### config.mk
export PLATFORM = sky130hd
export DESIGN_NAME = awuh_top
export DESIGN_NICKNAME = d
export VERILOG_FILES = /design/src/common/awuh_pkg.sv /design/src/hw/awuh_divider.sv /design/src/hw/awuh_top.sv
export SDC_FILE = /design/constraint.sdc
export NUM_CORES = 1
export LEC_CHECK = 0
export BUFFER_PORTS_ARGS = -buffer_cell sky130_fd_sc_hd__buf_4
export CAP_MARGIN = 10
export CORE_MARGIN = 4
export CORE_UTILIZATION = 54
export CTS_BUF_LIST = sky130_fd_sc_hd__clkbuf_16
export CTS_CLUSTER_DIAMETER = 80
export DETAILED_ROUTE_END_ITERATION = 16
export GPL_ROUTABILITY_DRIVEN = 0
export PLACE_DENSITY_LB_ADDON = 0.15
export REMOVE_ABC_BUFFERS = 1
export SKIP_LAST_GASP = 1
export SYNTH_ARGS = -nofsm -noshare
export SYNTH_HDL_FRONTEND = slang
export SYNTH_SLANG_ARGS = --single-unit
### constraint.sdc
create_clock -name sys_clk -period 2.49 [get_ports sys_clk]
set_clock_uncertainty 0.1 [all_clocks]
set_input_delay 0.498 -clock sys_clk [delete_from_list [all_inputs] [get_ports sys_clk]]
set_output_delay 0.498 -clock sys_clk [all_outputs]
set_load 0.02 [all_outputs]
### src/common/awuh_pkg.sv
// Shared constants and types of the auto wake-up from halt timer.
// Assumes a 20 MHz system clock and an APB slave with 32-bit data.
package awuh_pkg;
   // ---------------------------------------------------------------
   // Register indices and byte addresses
   // ---------------------------------------------------------------
   localparam logic [7:0] PRESC_INDEX = 8'h49;
   localparam logic [7:0] CSR_INDEX = 8'h4A;
   localparam logic [7:0] IRQ_STATUS_INDEX = 8'h4B;
   localparam logic [7:0] IRQ_MASK_INDEX = 8'h4C;
   localparam logic [11:0] PRESC_ADDR = {2'h0, PRESC_INDEX, 2'h0};
   localparam logic [11:0] CSR_ADDR = {2'h0, CSR_INDEX, 2'h0};
   localparam logic [11:0] IRQ_STATUS_ADDR = {2'h0, IRQ_STATUS_INDEX, 2'h0};
   localparam logic [11:0] IRQ_MASK_ADDR = {2'h0, IRQ_MASK_INDEX, 2'h0};

   // ---------------------------------------------------------------
   // Field positions and reset values
   // ---------------------------------------------------------------
   localparam int CSR_ENABLE_BIT = 0;
   localparam int CSR_MEASURE_BIT = 1;
   localparam int CSR_FLAG_BIT = 2;
   localparam int IRQ_WAKE_BIT = 0;
   localparam int IRQ_EXIT_BIT = 1;
   localparam logic [7:0] CSR_RESET = 8'h00;
   localparam logic [7:0] PRESC_RESET = 8'hFF;
   localparam logic [7:0] PRESC_FORBIDDEN = 8'h00;
   localparam logic [1:0] IRQ_MASK_RESET = 2'h0;
   localparam logic [1:0] IRQ_STATUS_RESET = 2'h0;

   // ---------------------------------------------------------------
   // Timing counts
   // ---------------------------------------------------------------
   localparam int FIX_DIV = 64;
   localparam logic [5:0] FIX_DIV_LAST = 6'(FIX_DIV - 1);
   localparam int STAB_SHORT_CYCLES = 256;
   localparam int STAB_LONG_CYCLES = 4096;
   localparam logic [11:0] STAB_SHORT_LAST = 12'(STAB_SHORT_CYCLES - 1);
   localparam logic [11:0] STAB_LONG_LAST = 12'(STAB_LONG_CYCLES - 1);

   // ---------------------------------------------------------------
   // Power state machine
   // ---------------------------------------------------------------
   typedef enum logic [2:0] {
      ST_RUN = 3'h0,
      ST_RC_START = 3'h1,
      ST_COUNT = 3'h2,
      ST_HALT = 3'h3,
      ST_STAB = 3'h4
   } awuh_state_t;
endpackage

### src/hw/awuh_divider.sv
// Wake delay divider: fixed divide-by-64 followed by an 8-bit prescaler.
// Assumes tick is a one-cycle pulse per rising RC clock edge, already synchronised,
// and that presc is never zero (the register refuses zero).
module awuh_divider (
   input wire logic sys_clk,
   input wire logic arst_n,
   input wire logic clk_en,
   input wire logic clear,
   input wire logic run,
   input wire logic tick,
   input wire logic [7:0] presc,
   output logic expired
);
   logic [5:0] fix_cnt;
   logic [7:0] pre_cnt;

   // ---------------------------------------------------------------
   // Terminal decode
   // ---------------------------------------------------------------
   wire fix_wrap = (fix_cnt == awuh_pkg::FIX_DIV_LAST);
   wire [7:0] pre_last = 8'(presc - 8'h01);
   wire pre_wrap = (pre_cnt == pre_last);
   wire step = run && tick;

   // Counters; clear wins so each halt entry starts from zero
   always_ff @(posedge sys_clk or negedge arst_n) begin
      if (!arst_n) begin
         fix_cnt <= 6'h0;
         pre_cnt <= 8'h00;
         expired <= 1'b0;
      end else if (clk_en) begin
         expired <= step && fix_wrap && pre_wrap;
         if (clear) begin
            fix_cnt <= 6'h0;
            pre_cnt <= 8'h00;
         end else if (step) begin
            fix_cnt <= fix_wrap ? 6'h0 : 6'(fix_cnt + 6'h1);
            if (fix_wrap) begin
               pre_cnt <= pre_wrap ? 8'h00 : 8'(pre_cnt + 8'h01);
            end
         end
      end
   end
endmodule

### src/hw/awuh_top.sv
// Auto wake-up from halt timer: APB registers, power sequencing, divider.
// Assumes halt_instr and halt_exit_irq come from logic on sys_clk, while
// rc_clk and rc_osc_ready come from the RC oscillator and are synchronised.
module awuh_top (
   input wire logic sys_clk,
   input wire logic arst_n,
   input wire logic clk_en,
   input wire logic psel,
   input wire logic penable,
   input wire logic pwrite,
   input wire logic [11:0] paddr,
   input wire logic [31:0] pwdata,
   output logic [31:0] prdata,
   output logic pready,
   output logic pslverr,
   input wire logic halt_instr,
   input wire logic watchdog_enabled,
   input wire logic watchdog_halt_option,
   input wire logic stab_long_sel,
   input wire logic halt_exit_irq,
   input wire logic rc_clk,
   input wire logic rc_osc_ready,
   output logic rc_osc_enable,
   output logic rc_capture_clk,
   output logic main_osc_enable,
   output logic periph_clk_enable,
   output logic cpu_hold,
   output logic int_mask_clear,
   output logic wake_irq_req,
   output logic watchdog_reset_req,
   output logic auto_wake_halt_mode,
   output logic irq
);
   awuh_pkg::awuh_state_t state;
   awuh_pkg::awuh_state_t next_state;
   logic wake_enable;
   logic osc_measure_enable;
   logic wake_flag;
   logic [7:0] wake_prescaler_value;
   logic [1:0] irq_status;
   logic [1:0] irq_mask;
   logic [11:0] stab_cnt;
   logic [1:0] sync_s1;
   logic [1:0] sync_s2;
   logic rc_prev;
   logic expired;

   // ---------------------------------------------------------------
   // Synchronisers for the RC domain signals
   // ---------------------------------------------------------------
   // Two stages each; only the second stage feeds any logic
   wire [1:0] async_in = {rc_osc_ready, rc_clk};
   genvar gi;
   generate
      for (gi = 0; gi < 2; gi = gi + 1) begin : g_sync
         always_ff @(posedge sys_clk or negedge arst_n) begin
            if (!arst_n) begin
               sync_s1[gi] <= 1'b0;
               sync_s2[gi] <= 1'b0;
            end else if (clk_en) begin
               sync_s1[gi] <= async_in[gi];
               sync_s2[gi] <= sync_s1[gi];
            end
         end
      end
   endgenerate

   // Edge history of the synchronised RC clock
   always_ff @(posedge sys_clk or negedge arst_n) begin
      if (!arst_n) begin
         rc_prev <= 1'b0;
      end else if (clk_en) begin
         rc_prev <= sync_s2[0];
      end
   end

   wire rc_s = sync_s2[0];
   wire rc_ready_s = sync_s2[1];
   // RC must run below sys_clk/4 or edges are lost in the crossing
   wire rc_tick = rc_s && !rc_prev;

   // ---------------------------------------------------------------
   // APB decode
   // ---------------------------------------------------------------
   function automatic logic addr_hit(input logic [11:0] addr, input logic [11:0] reg_addr);
      addr_hit = (addr == reg_addr);
   endfunction

   wire hit_presc = addr_hit(paddr, awuh_pkg::PRESC_ADDR);
   wire hit_csr = addr_hit(paddr, awuh_pkg::CSR_ADDR);
   wire hit_status = addr_hit(paddr, awuh_pkg::IRQ_STATUS_ADDR);
   wire hit_mask = addr_hit(paddr, awuh_pkg::IRQ_MASK_ADDR);
   wire hit_any = hit_presc || hit_csr || hit_status || hit_mask;
   wire apb_setup = psel && !penable;
   wire apb_done = psel && penable && pready;
   wire wr_ok = apb_done && pwrite && !pslverr;
   wire rd_csr_done = apb_done && !pwrite && hit_csr;

   // Read data; reserved bits of the control/status register are zero
   wire [7:0] csr_word = {5'h00, wake_flag, osc_measure_enable, wake_enable};
   wire [31:0] rd_word =
      hit_csr ? {24'h00_0000, csr_word} :
      hit_presc ? {24'h00_0000, wake_prescaler_value} :
      hit_status ? {30'h0000_0000, irq_status} :
      hit_mask ? {30'h0000_0000, irq_mask} : 32'h0000_0000;

   // Setup cycle latches the answer, so every access has no wait state
   always_ff @(posedge sys_clk or negedge arst_n) begin
      if (!arst_n) begin
         pready <= 1'b0;
         prdata <= 32'h0000_0000;
         pslverr <= 1'b0;
      end else if (clk_en) begin
         pready <= apb_setup;
         if (apb_setup) begin
            prdata <= pwrite ? 32'h0000_0000 : rd_word;
            pslverr <= !hit_any;
         end
      end
   end

   // ---------------------------------------------------------------
   // Software registers
   // ---------------------------------------------------------------
   always_ff @(posedge sys_clk or negedge arst_n) begin
      if (!arst_n) begin
         wake_enable <= awuh_pkg::CSR_RESET[awuh_pkg::CSR_ENABLE_BIT];
         osc_measure_enable <= awuh_pkg::CSR_RESET[awuh_pkg::CSR_MEASURE_BIT];
         wake_prescaler_value <= awuh_pkg::PRESC_RESET;
         irq_mask <= awuh_pkg::IRQ_MASK_RESET;
      end else if (clk_en) begin
         if (wr_ok && hit_csr) begin
            wake_enable <= pwdata[awuh_pkg::CSR_ENABLE_BIT];
            osc_measure_enable <= pwdata[awuh_pkg::CSR_MEASURE_BIT];
         end
         if (wr_ok && hit_presc && pwdata[7:0] != awuh_pkg::PRESC_FORBIDDEN) begin
            wake_prescaler_value <= pwdata[7:0];
         end
         if (wr_ok && hit_mask) begin
            irq_mask <= pwdata[1:0];
         end
      end
   end

   // ---------------------------------------------------------------
   // Wake flag and sticky interrupt status
   // ---------------------------------------------------------------
   // Only a flag that the read actually returned is cleared; a set wins
   wire flag_clear = rd_csr_done && prdata[awuh_pkg::CSR_FLAG_BIT];
   wire in_halt = (state == awuh_pkg::ST_RC_START) || (state == awuh_pkg::ST_COUNT) ||
                  (state == awuh_pkg::ST_HALT);
   wire [1:0] irq_set = {in_halt && halt_exit_irq, expired};
   wire [1:0] irq_clr = (wr_ok && hit_status) ? pwdata[1:0] : 2'h0;
   wire [1:0] next_irq_status = (irq_status & ~irq_clr) | irq_set;

   always_ff @(posedge sys_clk or negedge arst_n) begin
      if (!arst_n) begin
         wake_flag <= awuh_pkg::CSR_RESET[awuh_pkg::CSR_FLAG_BIT];
         irq_status <= awuh_pkg::IRQ_STATUS_RESET;
         irq <= 1'b0;
      end else if (clk_en) begin
         // Write to the flag position has no path here
         wake_flag <= expired || (wake_flag && !flag_clear);
         irq_status <= next_irq_status;
         irq <= |(next_irq_status & irq_mask);
      end
   end

   assign wake_irq_req = wake_flag;

   // ---------------------------------------------------------------
   // Power state machine
   // ---------------------------------------------------------------
   wire halt_take = halt_instr && (state == awuh_pkg::ST_RUN);
   wire wdg_trap = watchdog_enabled && !watchdog_halt_option;
   wire halt_enter = halt_take && !wdg_trap;
   wire [11:0] stab_last = stab_long_sel ? awuh_pkg::STAB_LONG_LAST :
                           awuh_pkg::STAB_SHORT_LAST;
   wire stab_done = (stab_cnt == stab_last);

   always_comb begin
      next_state = state;
      unique case (state)
         awuh_pkg::ST_RUN: begin
            if (halt_enter && wake_enable) begin
               next_state = awuh_pkg::ST_RC_START;
            end else if (halt_enter) begin
               next_state = awuh_pkg::ST_HALT;
            end
         end
         awuh_pkg::ST_RC_START: begin
            // Delay only starts once the RC oscillator reports it runs
            if (halt_exit_irq) begin
               next_state = awuh_pkg::ST_STAB;
            end else if (rc_ready_s) begin
               next_state = awuh_pkg::ST_COUNT;
            end
         end
         awuh_pkg::ST_COUNT: begin
            if (expired || halt_exit_irq) begin
               next_state = awuh_pkg::ST_STAB;
            end
         end
         awuh_pkg::ST_HALT: begin
            if (halt_exit_irq) begin
               next_state = awuh_pkg::ST_STAB;
            end
         end
         awuh_pkg::ST_STAB: begin
            if (stab_done) begin
               next_state = awuh_pkg::ST_RUN;
            end
         end
         default: begin
            next_state = awuh_pkg::ST_RUN;
         end
      endcase
   end

   // State and stabilisation counter
   always_ff @(posedge sys_clk or negedge arst_n) begin
      if (!arst_n) begin
         state <= awuh_pkg::ST_RUN;
         stab_cnt <= 12'h000;
      end else if (clk_en) begin
         state <= next_state;
         stab_cnt <= (state == awuh_pkg::ST_STAB) ? 12'(stab_cnt + 12'h001) : 12'h000;
      end
   end

   // ---------------------------------------------------------------
   // Delay divider
   // ---------------------------------------------------------------
   awuh_divider u_divider (
      .sys_clk(sys_clk),
      .arst_n(arst_n),
      .clk_en(clk_en),
      .clear(state == awuh_pkg::ST_RC_START),
      .run((state == awuh_pkg::ST_COUNT) && !wake_flag),
      .tick(rc_tick),
      .presc(wake_prescaler_value),
      .expired(expired)
   );

   // ---------------------------------------------------------------
   // Clock and CPU controls, registered from the next state; rc_capture_clk, int_mask_clear and watchdog_reset_req from the current state
   // ---------------------------------------------------------------
   wire next_awu = (next_state == awuh_pkg::ST_RC_START) || (next_state == awuh_pkg::ST_COUNT);
   wire next_run = (next_state == awuh_pkg::ST_RUN);

   always_ff @(posedge sys_clk or negedge arst_n) begin
      if (!arst_n) begin
         main_osc_enable <= 1'b1;
         periph_clk_enable <= 1'b1;
         cpu_hold <= 1'b0;
         auto_wake_halt_mode <= 1'b0;
         rc_osc_enable <= 1'b0;
         rc_capture_clk <= 1'b0;
         int_mask_clear <= 1'b0;
         watchdog_reset_req <= 1'b0;
      end else if (clk_en) begin
         main_osc_enable <= next_run || (next_state == awuh_pkg::ST_STAB);
         periph_clk_enable <= next_run;
         cpu_hold <= !next_run;
         auto_wake_halt_mode <= next_awu;
         rc_osc_enable <= next_awu || (next_run && osc_measure_enable);
         rc_capture_clk <= rc_s && osc_measure_enable && (state == awuh_pkg::ST_RUN);
         int_mask_clear <= halt_enter;
         watchdog_reset_req <= halt_take && wdg_trap;
      end
   end
endmodule

==> run metrics, run 1 <==
Sum Neg Setup Slack=0 ps; Post-CTS Setup Bufs=0; largest net degree at the start of global routing=70; CORE AREA=0.00694 sq mm; post-synthesis instance total=411; Total Wirelength=7.96 mm; Unique masters post-synth=64; Slew Limit Fails=0; Fmax=435 MHz; hpwl dp=5.79 mm; DRT iter0 DRCs=199; R2R depth=9; Worst Path Required=2590 ps; Main synth FF type=dfrtp_1; RSZ-0062 raised after global routing=false; worst setup path class=reg -> reg; First-pass DRT Iterations=4; Final #Nets=526; Slew HR=44.3%; Worst-Margin Slew=836 ps; period utilisation layout=92.3%; drt drc=0; CTS tree=built; row cnt=30; hold buffer count at cts=0; Register Area=0.00174 sq mm; DR WL/cell=14.1 um; mux share of post-synthesis cell area=6.13%; Antenna Cells=0; run status=complete, no violations; DRT antenna net count=0; # IOs=101; xor/xnor share of the synthesized area=3.76%; hold crit path type=in -> async; die height=93.6 um; initial core utilization=57.0%; clock sink total=69; mapped cell area=0.00396 sq mm; r2r endpoint=u_divider.pre_cnt[5]$_DFFE_PN0P_; CP startpoint=wake_prescaler_value[0]$_DFFE_PN1P_; GR Overflow Total=0; fillers=562; peak supply drop=0.397 mV; clock-pin slew on the worst setup and hold paths=50 ps; Adder-Cell Fraction of Synth Area=1.26%; Seq/Total Area, Yosys=43.9%; multi-input logic area=0.00196 sq mm; gr usage total=19.5%; clock root cell=clkbuf_16; Power Dens Cells=638 mW/mm^2; number of synthesized flops with an enable pin=0; Register-to-Register Setup Slack=190 ps; Crit. End Element=register; H-Tree Depth=3; die footprint=0.00876 sq mm; ys async rst share=100%; Max Cap Violations=0; post-synthesis compound-gate area fraction=14.0%; vias in the first global route=2833; TritonCTS buffer count=9; leakage power=2.13 nW; P&R area growth vs syn=17.2%; FF-to-FF Start=wake_prescaler_value[0]$_DFFE_PN1P_; Die Wd=93.6 um; crit start category=register; Final min period=2300 ps; yosys warns=0; worst endpoint data arrival time=2400 ps; post-cts gate resize count=0; Layout Utilization=66.8%; synthesized flop and latch total=69; Simple-Gate Fraction of Synth Area=22.2%; Fin. Hold Viols=0; via count=3068; clk_lat worst skew=330 ps; critical path peak fanout=7; port bufs=52; final setup vio count=0; initial antenna violation count=0; layout cells sized above 1=25.7%; CTS Buffer Depth=2; via/cell ratio=5.42; largest family of logic cells by synthesized area=simple AND/OR/NAND/NOR gates; CP endpoint=u_divider.pre_cnt[5]$_DFFE_PN0P_; first-pass GRT wire length=13.5 mm; synthesized area per cell=9.63 sq um
## state kept, by name, indices dropped and copies added, names as in the netlist, 2 cells and up
name                  count
irq_mask                  2
irq_status                2
prdata                    8
stab_cnt                 12
state                     3
sync_s1                   2
u_divider.fix_cnt         6
u_divider.pre_cnt         8
wake_prescaler_value      8
## cell type report
cell class | instances | share of cell area [%]
multi-input combinational | 305 | 42.4
tap | 96 | 2.59
clock inverter | 7 | 1.27
inverter | 19 | 1.54
clock buffer | 9 | 4.86
timing repair buffer | 61 | 9.88
sequential | 69 | 37.5
## cell usage after synthesis, types with 3 or more instances
library cell / n / area, sq um
dfrtp_1: 59 / 1480
nand2_1: 50 / 188
nor2_1: 28 / 105
o21ai_0: 28 / 140
buf_4: 25 / 188
inv_1: 19 / 71.3
mux2_2: 17 / 191
a21oi_1: 15 / 75.1
nand3_1: 14 / 70.1
nand4_1: 11 / 68.8
dfstp_2: 10 / 263
xor2_1: 10 / 87.6
clkbuf_1: 9 / 33.8
and3_1: 8 / 50.1
xnor2_1: 7 / 61.3
nand2b_1: 6 / 37.5
nor3_1: 6 / 30.0
nor2b_1: 5 / 31.3
o21ai_1: 5 / 25.0
o22ai_1: 5 / 31.3
a211oi_1: 4 / 30.0
ha_1: 4 / 50.1
mux2i_1: 4 / 40.0
o41ai_1: 4 / 35.0
a22o_1: 3 / 26.3
buf_2: 3 / 15.0
nor4_1: 3 / 18.8
## worst max-delay path, stage by stage, from the launching register on
cell,delay (ps)
dfstp_2,530
inv_1,40
ha_1,260
xor2_1,160
nor2_1,90
a21oi_1,70
a2111oi_4,510
a21oi_4,150
nand3_4,150
o22ai_1,110
## per-stage QoR
stage          hold WS [ps]  cell area [sq um]  power [mW]  setup slack [ps]  cells
4_1_cts                 221               4640        2.98               199    566
2_1_floorplan           102               3770        1.57               271    393
3_3_place_gp            363               4350        1.75               120    550
5_1_grt                 264               4640        3.10              80.4    566
6_report                170               4640        2.96               192    566
3_5_place_dp            367               4350        1.76              76.5    550
## layout by cell type (no fill, tap or decap), types with 3 or more instances in the layout
| cell | netlist | routed |
|---|---|---|
| a211oi_1 | 4 | 4 |
| a21oi_1 | 15 | 15 |
| a22o_1 | 3 | 3 |
| and3_1 | 8 | 8 |
| buf_4 | 25 | 61 |
| clkbuf_16 | 0 | 9 |
| conb_1 | 1 | 24 |
| dfrtp_1 | 59 | 59 |
| dfstp_2 | 10 | 10 |
| ha_1 | 4 | 4 |
| inv_1 | 19 | 20 |
| mux2_2 | 17 | 17 |
| mux2i_1 | 4 | 4 |
| nand2_1 | 50 | 50 |
| nand2b_1 | 6 | 6 |
| nand3_1 | 14 | 14 |
| nand4_1 | 11 | 11 |
| nor2_1 | 28 | 28 |
| nor2b_1 | 5 | 5 |
| nor3_1 | 6 | 6 |
| nor4_1 | 3 | 3 |
| o21ai_0 | 28 | 28 |
| o21ai_1 | 5 | 5 |
| o22ai_1 | 5 | 5 |
| o41ai_1 | 4 | 4 |
| xnor2_1 | 7 | 7 |
| xor2_1 | 10 | 10 |
## cells by family after synthesis
group	after synthesis
other cells	1
simple gates	155
flops	69
fa+ha+maj	4
mux	22
compound gates	83
xor+xnor	17
buf+inv	60
## how the worst min path moves through the flow
| stage | from | endpoint | slack (ps) |
|---|---|---|---|
| 2_1_floorplan | arst_n | auto_wake_halt_mode$_DFFE_PN0P_ | 100 |
| 3_3_place_gp | prdata[7]$_DFFE_PN0P_ | prdata[7]$_DFFE_PN0P_ | 360 |
| 3_5_place_dp | main_osc_enable$_DFFE_PN1P_ | main_osc_enable$_DFFE_PN1P_ | 370 |
| 4_1_cts | arst_n | u_divider.pre_cnt[2]$_DFFE_PN0P_ | 220 |
| 5_1_grt | arst_n | u_divider.pre_cnt[2]$_DFFE_PN0P_ | 260 |
| 6_report | arst_n | u_divider.pre_cnt[6]$_DFFE_PN0P_ | 170 |
## report_power, final
| part | switching [mW] | leakage (nW) | internal, mW | total [mW] |
|---|---|---|---|---|
| combinational | 0.253 | 1.11 | 0.186 | 0.440 |
| clock | 0.452 | 0.141 | 0.760 | 1.21 |
| sequential | 0.0929 | 0.877 | 1.21 | 1.30 |
| total | 0.798 | 2.13 | 2.16 | 2.96 |
## routing by layer
layer  track usage, %  vias up  share of wire [%]  wire, um
met5                0        -                  0         0
met3             4.75        8                7.4       592
met2             30.6       98                 45      3600
met4             6.26        0                1.0        82
met1             26.6     1443                 46      3680
li1                 -     1519                  -         -
No activity file was read; power rests on OpenSTA's default activity.
==> run 2: changes to the inputs <==
--- a/config.mk
+++ b/config.mk
@@ -13,6 +13,7 @@
 export CTS_CLUSTER_DIAMETER = 80
 export DETAILED_ROUTE_END_ITERATION = 16
 export GPL_ROUTABILITY_DRIVEN = 0
+export GPL_TIMING_DRIVEN = 0
 export PLACE_DENSITY_LB_ADDON = 0.15
 export REMOVE_ABC_BUFFERS = 1
 export SKIP_LAST_GASP = 1
==> constraint.sdc (replaced) <==
create_clock -name sys_clk -period 2.49 [get_ports sys_clk]
set_clock_uncertainty 0.1 [all_clocks]
set_input_delay 0.1245 -clock sys_clk [delete_from_list [all_inputs] [get_ports sys_clk]]
set_output_delay 0.1245 -clock sys_clk [all_outputs]
set_load 0.02 [all_outputs]
==> run 2 against run 1 <==
First-iteration DRC count rose by 0.50%. Critical path depth up 1. Cell area rose by 1.1%. Worst setup slack worse by 64 ps. Register-to-register slack got worse by 60 ps. Critical path type unchanged.
==> run metrics, run 2 (synthesis results as in run 1) <==
CP endpoint=u_divider.pre_cnt[5]$_DFFE_PN0P_; commonest non-fill, non-tap cell in the layout=dfrtp_1; hold crit path type=in -> reg; CTS Buffer Depth=2 (unchanged); leakage power=2.14 nW (+0.45%); Worst-Margin Slew=856 ps (+20.8 ps); Die Wd=93.6 um (unchanged); R2R depth=10 (+1); peak supply drop=0.383 mV (-3.7%); worst slack, placed=60.0 ps (-16.5 ps); die height=93.6 um (unchanged); final std cells w/o fill=571 (+0.88%); P&R area growth vs syn=18.5%; vias in the first global route=2875 (+1.5%); r2r endpoint=u_divider.pre_cnt[5]$_DFFE_PN0P_; Hold Path Cell Cnt=4; Placed Area=0.00429 sq mm (-1.6%); Fin. Hold Viols=0 (unchanged); largest net degree at the start of global routing=70 (unchanged); Crit. End Element=register; clock root cell=clkbuf_16; clock-pin slew on the worst setup and hold paths=50 ps (about the same); CP Cell Sequence=inv_1, ha_2, xor2_1, nor2_1, a21oi_2, a2111oi_4, buf_4, a21oi_4, nand3_4, o22ai_1; H-Tree Depth=3 (unchanged); DRT iter0 DRCs=200 (+0.50%); period utilisation layout=94.8% (+2.6 points); worst endpoint data arrival time=2470 ps (+70 ps); crit start category=register; Biggest register=stab_cnt; Worst Path Required=2600 ps (about the same); worst setup path class=reg -> reg; CP startpoint=wake_prescaler_value[0]$_DFFE_PN1P_; critical path peak fanout=8 (+1); Register-to-Register Setup Slack=130 ps (-60 ps); Power Dens Cells=611 mW/mm^2 (-4.1%); clk_lat worst skew=330 ps (about the same); port bufs=52 (unchanged); GR Overflow Total=0 (unchanged); CTS tree=built; M3 GR Usage=5.63% (+0.88 points); die footprint=0.00876 sq mm (unchanged); initial core utilization=57.0% (unchanged); Most Used Layer, Global Route=met2; hpwl dp=5.76 mm (-0.58%); Max Cap Violations=0 (unchanged); via count=3110 (+1.4%); final setup vio count=0 (unchanged); # IOs=101 (unchanged); DRT antenna net count=0 (unchanged); TritonCTS buffer count=9 (unchanged); first-pass GRT wire length=13.7 mm (+1.6%); Slew Limit Fails=0 (unchanged); row cnt=30 (unchanged); CORE AREA=0.00694 sq mm (unchanged); setup ws final=128 ps (-63.8 ps); layout cells sized above 1=24.4% (-1.3 points); global routing usage on met1=26.6% (unchanged); Total Wirelength=8.23 mm (+3.4%); FF-to-FF Start=wake_prescaler_value[0]$_DFFE_PN1P_; Antenna Cells=0 (unchanged); most frequent cells in the layout=dfrtp_1 (59), buf_4 (54), nand2_1 (50), nor2_1 (28), o21ai_0 (28); Critical Path Slowest Stage Cell=dfstp_2; run status=complete, no violations; via/cell ratio=5.45 (+0.48%); gr usage total=19.9% (+0.41 points); DR WL/cell=14.4 um (+2.5%); max incr delay on CP=590 ps (+60 ps); First-pass DRT Iterations=5 (+1); Final #Nets=531 (+0.95%); drt drc=0 (unchanged); Slew HR=42.9% (-1.4 points); Fmax=423 MHz (-2.7%); Final min period=2360 ps (+63.8 ps); GR met2 Demand/Resource=31.6% (+0.95 points); fin area=0.00469 sq mm (+1.1%); initial antenna violation count=0 (unchanged); number of flip-flops in the largest register=12 (unchanged); clock sink total=69 (unchanged); Post-Place Cells=541 (-1.6%)
==> run 2: area by class of cell <==
class                      count  area [sq um]
clock buffer                   9           225
clock inverter                 7          36.3
fill                         553          2260
inverter                      19          71.3
multi-input combinational    305          1970
sequential                    69          1740
tap                           96           120
timing repair buffer          66           526
==> run 2: power by group <==
part	internal [mW]	total (mW)	switching (mW)
logic	0.191	0.446	0.255
clock network	0.658	1.12	0.458
registers	1.21	1.30	0.0917
total	2.06	2.87	0.805
==> run 2: layer usage <==
layer | vias to the layer above | part of all wire (%)
met5 | - | 0
met4 | 0 | 1.1
met3 | 7 | 6.0
met2 | 86 | 47
met1 | 1478 | 46
li1 | 1539 | -
==> run 2: how the worst min path moves through the flow <==
stage | startpoint | end | slack (ps)
2_1_floorplan | arst_n | auto_wake_halt_mode$_DFFE_PN0P_ | -270
3_3_place_gp | arst_n | u_divider.pre_cnt[0]$_DFFE_PN0P_ | 200
3_5_place_dp | arst_n | u_divider.pre_cnt[4]$_DFFE_PN0P_ | 200
4_1_cts | watchdog_halt_option | watchdog_reset_req$_DFFE_PN0P_ | 10
5_1_grt | watchdog_halt_option | watchdog_reset_req$_DFFE_PN0P_ | 20
6_report | watchdog_halt_option | watchdog_reset_req$_DFFE_PN0P_ | 20
==> run 2: through the flow <==
stage | hold WS, ps | power (mW) | setup TNS, ps | utilization, %
after floorplan | -271 | 1.57 | 0 | -
after global placement | 197 | 1.74 | 0 | 61.7
after detailed placement | 201 | 1.75 | 0 | 61.7
after CTS | 10.9 | 2.89 | 0 | 67.2
after global routing | 15.1 | 3.02 | -40.6 | 67.5
final | 20.2 | 2.87 | 0 | 67.5
==> run 2: critical path, delay by kind of cell (launching register included) <==
| family | cells | cell delay, ps |
|---|---|---|
| buffers and inverters | 2 | 250 |
| adder cells (fa/ha/maj) | 1 | 240 |
| AND/OR/NAND/NOR | 2 | 300 |
| AO/OA/AOI/OAI | 4 | 590 |
| flip-flops | 1 | 590 |
| XOR/XNOR | 1 | 160 |
==> run 2: timing repair <==
action                     CTS  global route
buffers inserted             0             2
hold endpoints to repair    76             0
hold buffers                12             0
setup endpoints to repair    0             8
resized for setup            0             2
==> run 3: changes to the inputs <==
--- a/config.mk
+++ b/config.mk
@@ -13,7 +13,6 @@
 export CTS_CLUSTER_DIAMETER = 80
 export DETAILED_ROUTE_END_ITERATION = 16
 export GPL_ROUTABILITY_DRIVEN = 0
-export GPL_TIMING_DRIVEN = 0
 export PLACE_DENSITY_LB_ADDON = 0.15
 export REMOVE_ABC_BUFFERS = 1
 export SKIP_LAST_GASP = 1
==> run 3 against run 2 <==
Worst setup slack better by 52 ps. Largest power group is now clock. Routed wire length rose by 5.9%. Cell area increased by 1.7%. Sequential power about the same.
==> run metrics, run 3 (synthesis results as in run 1) <==
via count=3175 (+2.1%); crit start category=register; Post-CTS Setup Bufs=0 (unchanged); worst endpoint data arrival time=2410 ps (-60 ps); worst setup path class=reg -> reg; Fin. Hold Viols=0 (unchanged); peak supply drop=0.505 mV (+32%); Post-Place Cells=547 (+1.1%); clock root cell=clkbuf_16; DR WL/cell=15.2 um (+5.2%); setup ws final=180 ps (+51.7 ps); most frequent cells in the layout=dfrtp_1 (59), buf_4 (58), nand2_1 (50), nor2_1 (28), o21ai_0 (28); Slew Limit Fails=0 (unchanged); Worst-Margin Slew=853 ps (-3.28 ps); drt drc=0 (unchanged); largest net degree at the start of global routing=70 (unchanged); DRT antenna net count=0 (unchanged); via/cell ratio=5.52 (+1.4%); critical path peak fanout=5 (-3); First-pass DRT Iterations=4 (-1); gr usage total=21.0% (+1.1 points); CORE AREA=0.00694 sq mm (unchanged); Design Power=3.12 mW (+8.8%); clock-pin slew on the worst setup and hold paths=50 ps (about the same); CTS tree=built; Sum Neg Setup Slack=0 ps (unchanged); die footprint=0.00876 sq mm (unchanged); vias in the first global route=3063 (+6.5%); RSZ-0062 raised after global routing=false; Biggest register=stab_cnt; post-cts gate resize count=0 (unchanged); number of flip-flops in the largest register=12 (unchanged); initial core utilization=57.0% (unchanged); Crit. End Element=register; clk_lat worst skew=330 ps (about the same); Final min period=2310 ps (-51.7 ps); clock sink total=69 (unchanged); Total Wirelength=8.72 mm (+5.9%); multi-input logic area=0.00196 sq mm (-0.32%); die height=93.6 um (unchanged); Max Cap Violations=0 (unchanged); Antenna Cells=0 (unchanged); # IOs=101 (unchanged); Die Wd=93.6 um (unchanged); final setup vio count=0 (unchanged); TritonCTS buffer count=9 (unchanged); worst slack, placed=225 ps (+165 ps); Slew HR=43.1% (+0.22 points); first-pass GRT wire length=14.6 mm (+6.6%); P&R area growth vs syn=20.4%; final std cells w/o fill=575 (+0.70%); Register Area=0.00174 sq mm (unchanged); Final #Nets=535 (+0.75%); DRT iter0 DRCs=192 (-4.0%); Layout Utilization=68.6% (+1.1 points); run status=complete, no violations; CTS Buffer Depth=2 (unchanged); hpwl dp=6.00 mm (+4.2%); Power Dens Cells=654 mW/mm^2 (+7.0%); commonest non-fill, non-tap cell in the layout=dfrtp_1; fillers=536 (-3.1%); layout cells sized above 1=25.1% (+0.63 points); Worst Path Required=2590 ps (about the same); leakage power=2.18 nW (+1.9%); Fmax=433 MHz (+2.2%); hold crit path type=in -> reg; port bufs=52 (unchanged); H-Tree Depth=3 (unchanged); row cnt=30 (unchanged); GR Overflow Total=0 (unchanged); period utilisation layout=92.8% (-2.1 points); initial antenna violation count=0 (unchanged)
run 3: worst max-delay path: stages, from the launching register on:
cell and delay, ps:
dfstp_2 520, inv_1 40, ha_1 240, buf_4 170
o21bai_1 150, a211oi_1 260, o21bai_1 130, nand2_2 130
a21oi_4 100, a32oi_1 220, o21ai_1 110
run 3: final timing paths:
kind / startpoint / slack (ps) / cells after the start / endpoint
setup / recovery: wake_prescaler_value[0]$_DFFE_PN1P_ / 180 / 10 / u_divider.pre_cnt[7]$_DFFE_PN0P_
hold / removal: watchdog_halt_option / 20 / 4 / watchdog_reset_req$_DFFE_PN0P_
setup reg to reg: wake_prescaler_value[0]$_DFFE_PN1P_ / 180 / 10 / u_divider.pre_cnt[7]$_DFFE_PN0P_
hold reg to reg: prdata[5]$_DFFE_PN0P_ / 380 / 2 / prdata[5]$_DFFE_PN0P_
max in group asynchronous: arst_n / 1390 / 2 / stab_cnt[11]$_DFFE_PN0P_
min in group asynchronous: arst_n / 350 / 2 / u_divider.pre_cnt[0]$_DFFE_PN0P_
run 3: layer usage:
layer / vias up / track usage (%) / part of all wire, %
met3: 18 / 4.91 / 6.9
li1: 1528 / - / -
met5: - / 0 / 0
met4: 0 / 6.86 / 1.8
met2: 110 / 33.8 / 47
met1: 1519 / 28.1 / 44
run 3: area by class of cell:
cell class	instances	area share, %
clock buffer	9	4.73
clock inverter	7	1.89
inverter	19	1.50
multi-input combinational	305	41.2
sequential	69	36.5
tap	96	2.52
timing repair buffer	70	11.7
run 3: what timing repair did:
item	in CTS	in global routing
endpoints found under the hold margin	75	0
endpoints found under the setup margin	0	0
hold buffers	12	0
run 3: where the power goes:
part	switching, mW	internal, mW
registers	0.0878	1.21
logic	0.271	0.199
clock network	0.475	0.872
total	0.834	2.28
run 3: per-stage QoR:
step                      cell area [sq um]  hold slack [ps]
after floorplan                        3770             -271
after global placement                 4330              197
after detailed placement               4330              193
after CTS                              4770             22.9
after global routing                   4770             38.4
final                                  4770             18.5
